==> config.mk <==
export PLATFORM = sky130hd
export DESIGN_NAME = ov_fault_ctrl
export DESIGN_NICKNAME = d
export VERILOG_FILES = /design/src/pkg/ov_resp_pkg.sv /design/src/logic/retry_timer.sv /design/src/logic/ov_fault_ctrl.sv
export SDC_FILE = /design/constraint.sdc
export NUM_CORES = 1
export LEC_CHECK = 0
export ABC_AREA = 1
export BUFFER_PORTS_ARGS = -buffer_cell sky130_fd_sc_hd__clkbuf_2
export CELL_PAD_IN_SITES_DETAIL_PLACEMENT = 1
export CELL_PAD_IN_SITES_GLOBAL_PLACEMENT = 2
export CORE_MARGIN = 3
export CORE_UTILIZATION = 36
export DETAILED_ROUTE_END_ITERATION = 16
export GPL_ROUTABILITY_DRIVEN = 0
export PLACE_DENSITY = 0.95
export SLEW_MARGIN = 25
export SYNTH_ARGS = -nofsm -noshare
export SYNTH_HDL_FRONTEND = slang
export SYNTH_SLANG_ARGS = --single-unit
==> constraint.sdc <==
create_clock -name ref_clk -period 6.32 [get_ports ref_clk]
set_input_delay 1.264 -clock ref_clk [delete_from_list [all_inputs] [get_ports ref_clk]]
set_output_delay 1.264 -clock ref_clk [all_outputs]
set_load 0.02 [all_outputs]
==> src/pkg/ov_resp_pkg.sv <==
/*
 * Shared constants and types for the output-voltage format, turn-on
 * threshold and over-voltage fault response block.
 * Assumes a 100 MHz core clock and an upstream bus engine that hands over
 * whole decoded commands.
 */
package ov_resp_pkg;

   // command codes
   localparam logic [7:0] CMD_FAULT_FLAG_CLEAR = 8'h03;
   localparam logic [7:0] CMD_OUT_FORMAT       = 8'h20;
   localparam logic [7:0] CMD_TURN_ON_THRESH   = 8'h35;
   localparam logic [7:0] CMD_OV_LIMIT         = 8'h40;
   localparam logic [7:0] CMD_OV_ACTION        = 8'h41;

   typedef enum logic [2:0] {
      VMODE_LINEAR = 3'h0,
      VMODE_VID    = 3'h1,
      VMODE_DIRECT = 3'h2
   } vmode_e;

   typedef enum logic [1:0] {
      RESP_IGNORE  = 2'h0,
      RESP_DISABLE = 2'h2
   } resp_e;

   localparam logic [2:0] RETRY_NONE    = 3'h0;
   localparam logic [2:0] RETRY_FOREVER = 3'h7;
   localparam logic [4:0] PARAM_ZERO    = 5'h00;

   typedef struct packed {
      logic [2:0] mode;
      logic [4:0] param;
   } format_s;

   typedef struct packed {
      logic [1:0] response;
      logic [2:0] retries;
      logic [2:0] delay;
   } action_s;

   // reset values
   localparam format_s     FORMAT_RST         = 8'h1B;
   localparam logic [15:0] TURN_ON_THRESH_RST = 16'h0000;
   localparam logic [15:0] OV_LIMIT_RST       = 16'hFFFF;
   localparam action_s     ACTION_RST         = 8'h80;

   // retry delay unit
   localparam int unsigned RETRY_UNIT_MS     = 200;
   localparam int unsigned CLK_PERIOD_NS     = 10;
   localparam int unsigned RETRY_UNIT_CYCLES = RETRY_UNIT_MS * 1000000 / CLK_PERIOD_NS;

   typedef enum logic [1:0] {
      ST_OFF        = 2'b00,
      ST_RUN        = 2'b01,
      ST_RETRY_WAIT = 2'b11,
      ST_LATCHED    = 2'b10
   } conv_e;

   typedef struct packed {
      logic        valid;
      logic        write;
      logic [7:0]  code;
      logic [15:0] wdata;
   } cmd_req_s;

   typedef struct packed {
      logic        ack;
      logic        err;
      logic [15:0] rdata;
   } cmd_rsp_s;

   typedef struct packed {
      logic [31:0] cnt;
      logic        busy;
      logic        done;
   } timer_s;

endpackage : ov_resp_pkg

==> src/logic/retry_timer.sv <==
/*
 * Down-counting one-shot timer for the restart interval.
 * Assumes the caller reloads it for each interval and ignores done elsewhere.
 */
`timescale 1ns/1ps
module retry_timer
   import ov_resp_pkg::*;
(
   input  wire logic        ref_clk,
   input  wire logic        rstn,
   input  wire logic        load,
   input  wire logic [31:0] load_cycles,
   output      logic        done
);
   timer_s s;
   timer_s next_s;

   always_comb begin
      next_s      = s;
      next_s.done = 1'b0;
      if (load) begin
         // zero delay still costs one cycle so the restart is a real edge
         next_s.cnt  = (load_cycles == 32'h0) ? 32'h1 : load_cycles;
         next_s.busy = 1'b1;
      end else if (s.busy) begin
         if (s.cnt == 32'h1) begin
            next_s.busy = 1'b0;
            next_s.done = 1'b1;
         end else begin
            next_s.cnt = s.cnt - 32'h1;
         end
      end
   end

   always_ff @(posedge ref_clk or negedge rstn) begin
      if (!rstn) begin
         s <= '0;
      end else begin
         s <= next_s;
      end
   end

   assign done = s.done;
endmodule : retry_timer

==> src/logic/ov_fault_ctrl.sv <==
/*
 * Command registers for output-voltage format, input turn-on threshold,
 * over-voltage limit and over-voltage response, plus the shutdown and
 * retry state machine.
 * Assumes an upstream bus engine presents one decoded command per valid
 * cycle, and that measurements arrive already scaled to the register codes.
 */
`timescale 1ns/1ps
// Overview of operation
// linear mode: low five bits are exponent
// top three bits pick linear, VID, direct
// direct mode keeps parameter field zero
// conversion starts once input reaches threshold
// host codes threshold with exponent minus three
// store unsigned over-voltage limit, exponent minus five
// low three action bits: delay, 200 ms steps
// response 00 keeps output running on fault
// response 10 disables, then follows retry count
// retry count zero latches output off
// counts one to six limit restarts, then latch
// count seven retries until commanded off
// restart interval is delay times unit
// fault clear command clears flags, releases latch
// output above limit declares over-voltage fault
module ov_fault_ctrl
   import ov_resp_pkg::*;
#(
   parameter int unsigned RETRY_UNIT_CYCLES_P = RETRY_UNIT_CYCLES
)(
   input  wire logic        ref_clk,
   input  wire logic        rstn,
   input  wire cmd_req_s    cmd_req,
   output      cmd_rsp_s    cmd_rsp,
   input  wire logic [15:0] vin_meas,
   input  wire logic [15:0] vout_meas,
   input  wire logic        run_request,
   input  wire logic        bias_ok,
   input  wire logic        other_fault,
   output      logic        power_enable,
   output      logic        ov_fault_flag,
   output      logic        output_latched_off,
   output      vmode_e      vout_data_mode,
   output      logic [4:0]  vout_exponent
);

   typedef struct packed {
      format_s     fmt;
      logic [15:0] turn_on_thresh;
      logic [15:0] ov_limit;
      action_s     act;
      conv_e       st;
      logic [2:0]  attempts;
      logic        ov_flag;
      cmd_rsp_s    rsp;
   } state_s;

   state_s      s;
   state_s      next_s;
   logic        ov_now;
   logic        clear;
   logic        enable_ok;
   logic        tmr_load;
   logic        tmr_done;
   logic [31:0] tmr_cycles;
   logic        shutdown_on_ov;
   logic        retries_spent;

   assign ov_now    = vout_meas > s.ov_limit;
   assign clear     = cmd_req.valid && cmd_req.write && cmd_req.code == CMD_FAULT_FLAG_CLEAR;
   // loss of command, bias or another fault stops any retry sequence
   assign enable_ok = run_request && bias_ok && !other_fault;
   assign shutdown_on_ov = s.act.response[1];
   assign retries_spent  = s.act.retries != RETRY_FOREVER && s.attempts == s.act.retries;
   assign tmr_cycles = 32'(s.act.delay * RETRY_UNIT_CYCLES_P);

   always_comb begin
      next_s   = s;
      next_s.rsp = '0;
      tmr_load = 1'b0;

      if (cmd_req.valid) begin
         next_s.rsp.ack = 1'b1;
         case (cmd_req.code)
            CMD_FAULT_FLAG_CLEAR: begin
               next_s.rsp.err = !cmd_req.write;
            end
            CMD_OUT_FORMAT: begin
               if (cmd_req.write) begin
                  next_s.fmt = cmd_req.wdata[7:0];
                  if (next_s.fmt.mode == VMODE_DIRECT) begin
                     next_s.fmt.param = PARAM_ZERO;
                  end
               end
               next_s.rsp.rdata = {8'h00, s.fmt};
            end
            CMD_TURN_ON_THRESH: begin
               if (cmd_req.write) begin
                  next_s.turn_on_thresh = cmd_req.wdata;
               end
               next_s.rsp.rdata = s.turn_on_thresh;
            end
            CMD_OV_LIMIT: begin
               if (cmd_req.write) begin
                  next_s.ov_limit = cmd_req.wdata;
               end
               next_s.rsp.rdata = s.ov_limit;
            end
            CMD_OV_ACTION: begin
               if (cmd_req.write) begin
                  next_s.act = cmd_req.wdata[7:0];
               end
               next_s.rsp.rdata = {8'h00, s.act};
            end
            default: begin
               next_s.rsp.err = 1'b1;
            end
         endcase
      end

      // a fault in the same cycle as the clear survives
      next_s.ov_flag = (s.ov_flag && !clear) || ov_now;
      if (clear) begin
         next_s.attempts = '0;
      end

      case (s.st)
         ST_OFF: begin
            next_s.attempts = '0;
            if (enable_ok && vin_meas >= s.turn_on_thresh) begin
               next_s.st = ST_RUN;
            end
         end
         ST_RUN: begin
            if (!enable_ok) begin
               next_s.st = ST_OFF;
            end else if (ov_now && shutdown_on_ov) begin
               if (s.act.retries == RETRY_NONE || retries_spent) begin
                  next_s.st = ST_LATCHED;
               end else begin
                  next_s.st = ST_RETRY_WAIT;
                  tmr_load  = 1'b1;
               end
            end
         end
         ST_RETRY_WAIT: begin
            if (!enable_ok) begin
               next_s.st = ST_OFF;
            end else if (tmr_done) begin
               next_s.st = ST_RUN;
               // counter is not advanced for endless retry, so it never wraps
               if (s.act.retries != RETRY_FOREVER) begin
                  next_s.attempts = s.attempts + 3'h1;
               end
            end
         end
         ST_LATCHED: begin
            if (clear) begin
               next_s.st = ST_OFF;
            end
         end
         default: begin
            next_s.st = ST_OFF;
         end
      endcase
   end

   always_ff @(posedge ref_clk or negedge rstn) begin
      if (!rstn) begin
         s.fmt      <= FORMAT_RST;
         s.turn_on_thresh <= TURN_ON_THRESH_RST;
         s.ov_limit <= OV_LIMIT_RST;
         s.act      <= ACTION_RST;
         s.st       <= ST_OFF;
         s.attempts <= '0;
         s.ov_flag  <= 1'b0;
         s.rsp      <= '0;
      end else begin
         s <= next_s;
      end
   end

   retry_timer retry_timer_i (
      .ref_clk     (ref_clk),
      .rstn        (rstn),
      .load        (tmr_load),
      .load_cycles (tmr_cycles),
      .done        (tmr_done)
   );

   assign cmd_rsp            = s.rsp;
   assign power_enable       = s.st == ST_RUN;
   assign ov_fault_flag      = s.ov_flag;
   assign output_latched_off = s.st == ST_LATCHED;
   assign vout_data_mode     = vmode_e'(s.fmt.mode);
   assign vout_exponent      = s.fmt.param;
endmodule : ov_fault_ctrl

-- After elaboration in Yosys (flattened, before gate mapping)
Cells that the tools add are included.
- add/subtract/negate cells: 2
- multipliers: 1
- $lt $le $gt $ge: 2
- equality and inequality tests: 17
- muxes and demuxes: 26
- reductions and logical operators: 24
- operators by type and width (cell ; number):
    16-bit case mux with 4 select lines ; 1
    34-bit two-way mux ; 1
    33-bit two-way mux ; 1
    32-bit by 1-bit == test with 1-bit output, second input constant ; 1
    32-bit logical NOT ; 1
    32-bit two-way mux ; 1
    32-bit by 1-bit subtractor with 32-bit output, second input constant ; 1
    28-bit two-way mux ; 1
    3-bit by 17-bit multiplier with 20-bit output, second input constant ; 1
    18-bit two-way mux ; 1
    8-bit by 6-bit == test with 1-bit output, second input constant ; 2
    8-bit by 7-bit == test with 1-bit output, second input constant ; 2
    16-bit greater-or-equal comparator ; 1
    16-bit > comparator ; 1
    2-bit two-way mux ; 6
    3-bit AND reduction ; 4
    5-bit two-way mux ; 2
    3-bit two-way mux ; 3
    8-bit by 2-bit == test with 1-bit output, second input constant ; 1
    1-bit logical AND ; 8
    2-bit case mux with 4 select lines ; 1
    1-bit two-way mux ; 6
    3-bit by 2-bit inequality test with 1-bit output, second input constant ; 2
    3-bit case mux with 2 select lines ; 1
    other kinds (17) ; 22
- register bits after elaboration: 106
- input bits: 63
- output and inout bits: 29
- logic and storage cells: 88

-- Logic depth before layout (Yosys ltp)
- depth after elaboration: 9
- gate-level depth with buffers: 18

-- By module
From an unflattened synthesis, not the netlist that was laid out.
- cell total of the unflattened synthesis: 1028
- area, all modules: 7337.0 µm²
- modules (own cells, without submodules) (module ; times used ; cells each ; area an instance (µm²) ; sequential area each (µm²)):
    ov_fault_ctrl ; 1 ; 572 ; 4600.7 ; 1828.0
    retry_timer ; 1 ; 456 ; 2736.4 ; 850.8

-- Least setup slack after synthesis
OpenSTA, ideal clock, no wires.
- path type: input-to-reg
- start: input vout_meas[15]
- end: register retry_timer_i.s[16] in the netlist's numbering
- arrival time: 2599 ps
- data required time: 6204 ps
- slack: 3605 ps
- stages on the path: 11
- cells stage by stage: ha_1 nand2_1 nor3_1 nand2_1 nand2_1 nand4_4 buf_2 nand2_1 o21ai_0 nand2_1 nand2_1
- longest elaborated chain between the ends: 7
- elaborated cells between the ends (all ways): 9
- those cells by class: 1 x order compare; 1 x eq/ne; 4 x mux; 3 x reduce/logical
- ends and longest elaborated chain (element ; line ; RTL):
    from (decl) ; ov_fault_ctrl.sv:35 ; input wire logic [15:0] vout_meas,
    16-bit > comparator * ; ov_fault_ctrl.sv:68 ; assign ov_now = vout_meas > s.ov_limit;
    1-bit logical AND * ; ov_fault_ctrl.sv:136 ; end else if (ov_now && shutdown_on_ov) begin
    1-bit two-way mux * ; ov_fault_ctrl.sv:136 ;
    1-bit two-way mux * ; ov_fault_ctrl.sv:134 ; if (!enable_ok) begin
    1-bit two-way mux * ; ov_fault_ctrl.sv:126 ; case (s.st)
    2-bit by 1-bit inequality test with 1-bit output (no source line) / 2-bit nonzero test (equally long branches) ; - ;
    2-bit AND reduction (no source line) ; - ;
    to (signal assigned) ; retry_timer.sv:39 ; s <= next_s;
    to (decl) ; retry_timer.sv:15 ; timer_s s;
Mark *: on every way between the ends. The rest lies on a longest branch, timed or not.
A chain may end at the register's enable or synchronous reset.

-- Worst setup path in the final report
- start: input cmd_req[19] in the netlist's numbering
- end: register s[38] in the netlist's numbering
- longest elaborated chain between the ends: 2
- ends and longest elaborated chain (element ; line ; RTL):
    from (decl) ; ov_fault_ctrl.sv:32 ; input wire cmd_req_s cmd_req,
    8-bit by 7-bit == test with 1-bit output ; ov_fault_ctrl.sv:83 ; case (cmd_req.code)
    3-bit AND reduction (no source line) ; - ;
    to (signal assigned) ; ov_fault_ctrl.sv:178 ; s <= next_s;
    to (decl) ; ov_fault_ctrl.sv:57 ; state_s s;
No other way between the ends.

==> flow_summary.yaml <==
cts:
  root_buffer: "clkbuf_16"
  clock_latency_ns: 0.36
  tritoncts: "done"
  cts_max_level: 3
  clkTransAtPathRegs_ns: 0.08
  postCtsSetupBuffers: 0
  cts.sinks: 106
  clk_path_buf_depth: 2
  cts_inserted_buffers: 9
  cts_resized: 0
  hold_buffers: 0
drt:
  wl_per_cell_um: 15.6
  drc: 0
  final_antenna_net_count: 0
  drt_iter0_drc: 259
  viasPerCell: 4.84
  wirelength_um: 19900
  drtPass1Iterations: 5
  num_vias: 6162
synthesis:
  synth_seq_area_share_pct: 37.7
  synthArstFlopShare_pct: 100
  yosysWarnings: 0
  synth_edf_count: 0
  avgSynthCellArea_um2: 7.48
  syn_area_um2: 7100
  postSynthCellCount: 949
  ys_ff_latch: 106
  mappedNetlistNets: 1065
  synth.distinct_cells: 44
  synth_ff_type: "dfrtp_1"
finish:
  nets: 1123
  syn2layout_area_growth_pct: 11.4
  diodes: 0
  final_common_cell: "nand2_1"
  drive_gt1_share_pct: 15.0
  final_cell_mix: "nand2_1, inv_1, clkbuf_2"
worst_hold_path:
  hold_class: "reg2reg"
  worstHoldStart: "s[51]"
  hold_path_end: "s[51]"
  whs_path_depth: 2
worst_setup_path:
  cp-startpoint: "cmd_req[19]"
  r2r-end: "retry_timer_i.s[10]"
  critPathKind: "in2reg"
  reg2reg_setup_slack_ns: 3.20
  worst-path-max-fanout: 32
  cp-end-kind: "register"
  start_kind: "input port"
  r2r-start: "s[24]"
  critPathRequiredTime_ns: 6.58
  cp.arrival_ns: 3.45
  r2r_cells: 16
die:
  ioPinCount: 92
  chipWidth_um: 146
  start_util_pct: 37.3
  die_h_um: 146
  dieArea_um2: 21500
  placementRows: 50
  core_um2: 19000
sta:
  fin_hold_ws_ns: 0.491
  fin_crit_ns: 3.19
  fin_tns_setup_ns: 0
  setup_violations: 0
  finalCritPeriodShare_pct: 50.4
  hold_viol: 0
  tightestPinTransition_ns: 0.880
  slew_headroom_pct: 41.2
  fmaxAchievable_mhz: 314
  finalMaxSlewViolations: 0
  rsz0062_at_grt: "false"
  clock_skew_ns: 0.0126
pwr:
  powerDensity_nw_per_um2: 191
  leakagePower_nw: 4.09
  vdd_drop_max_uv: 129
placement:
  hpwl_um: 15700
  io_buffers: 91
grt:
  use_met3_pct: 2.55
  grt_overflow: 0
  antenna_found_initial: 0
  gr-max-usage-layer: "met2"
  grt_util_met1_pct: 24.7
  grt_pass1_vias: 6576
  met2_usage_pct: 32.9
  grt_pass1_wl_um: 33500
  grt_usage_pct: 19.1
  grt_max_degree: 70
job:
  drv_cap: 0
run_status:
  status: "finished, final reports clean"
-- routing by layer --
metal | wire [um] | vias up
met4 | 527 | 0
met2 | 9650 | 103
li1 | - | 3112
met1 | 9190 | 2919
met5 | 0 | -
met3 | 505 | 28
-- worst max path at each step --
stage / end / slack, ns / depth (start not counted)
after global routing: s[37] / 2.81 / 8
after CTS: s[38] / 3.13 / 8
after detailed placement: s[37] / 2.76 / 8
after global placement: retry_timer_i.s[33] / 2.80 / 11
final: s[38] / 3.13 / 8
after floorplan: retry_timer_i.s[16] / 3.60 / 11
-- state kept, by name, summed over array words and instances (netlist names) --
name,count
cmd_rsp,18
retry_timer_i.s,33
vout_exponent,5
ov_fault_flag,1
retry_timer_i.done,1
s,45
vout_data_mode,3
-- cells by family (layout without fill, tap and decap cells) --
family                     count (synthesis)  in the layout  share of synthesized area, %
DFF                                      106            106                          37.7
xor gates and xnor gates                  34             34                          4.19
AOI/OAI and AO/OA                        127            127                          9.85
and+or+nand+nor                          452            452                          27.2
buffers and inverters                    177            240                          11.6
adders and majority gates                 53             53                          9.44
-- through the flow --
step	total power [mW]	util [%]	cells	worst slack (ns)	cell area [um^2]
after CTS	1.53	41.6	1272	3.13	7920
after global placement	0.895	39.9	1256	2.80	7580
after detailed placement	0.902	39.9	1256	2.76	7580
after floorplan	0.826	-	949	3.60	7100
after global routing	1.58	41.6	1272	2.81	7920
final	1.51	41.6	1272	3.13	7920
-- cells in the mapped netlist (2+ instances only) --
| master | instances | area (um^2) |
|---|---|---|
| nand3b_1 | 3 | 22.5 |
| nor2_2 | 9 | 56.3 |
| o22ai_1 | 3 | 18.8 |
| xor2_1 | 25 | 219 |
| nor2_4 | 3 | 33.8 |
| nand3_1 | 48 | 240 |
| buf_4 | 27 | 203 |
| nor4_1 | 3 | 18.8 |
| buf_6 | 4 | 45.0 |
| dfrtp_1 | 85 | 2130 |
| ha_1 | 52 | 651 |
| o21ai_0 | 67 | 335 |
| inv_6 | 2 | 17.5 |
| nor3_1 | 15 | 75.1 |
| or2_1 | 5 | 31.3 |
| a21oi_1 | 37 | 185 |
| buf_2 | 4 | 20.0 |
| a221oi_1 | 8 | 70.1 |
| inv_1 | 128 | 480 |
| nor3_2 | 2 | 20.0 |
| nand4_1 | 10 | 62.6 |
| clkbuf_1 | 10 | 37.5 |
| nand2_2 | 2 | 12.5 |
| a31oi_1 | 3 | 18.8 |
| nand2_1 | 268 | 1010 |
| xnor2_1 | 9 | 78.8 |
| nor2_1 | 80 | 300 |
| dfstp_2 | 21 | 552 |
-- power breakdown --
part           total [mW]  switching (mW)  internal, mW  leakage (nW)
Sequential          0.710          0.0150         0.695          1.37
Clock               0.623           0.299         0.324         0.162
Combinational       0.175           0.112        0.0633          2.56
Total                1.51           0.425          1.08          4.09
-- final cells by class --
type                    instances  area (um^2)
inverters                     131          502
well taps                     260          325
repair buffers                 93          473
fillers                      2480        11100
clock buffers                   9          225
multi-input cells             666         3600
clock inverters                 7          110
flip-flops and latches        106         2680
-- critical path, cell delays in order --
cell      delay [ns]
clkbuf_2        0.10
nor2_1          0.16
inv_1           0.07
nor3_1          0.19
nand2_1         0.13
inv_1           0.41
nand2_1         0.67
o21ai_0         0.43
(Power assumes the default switching activity.)
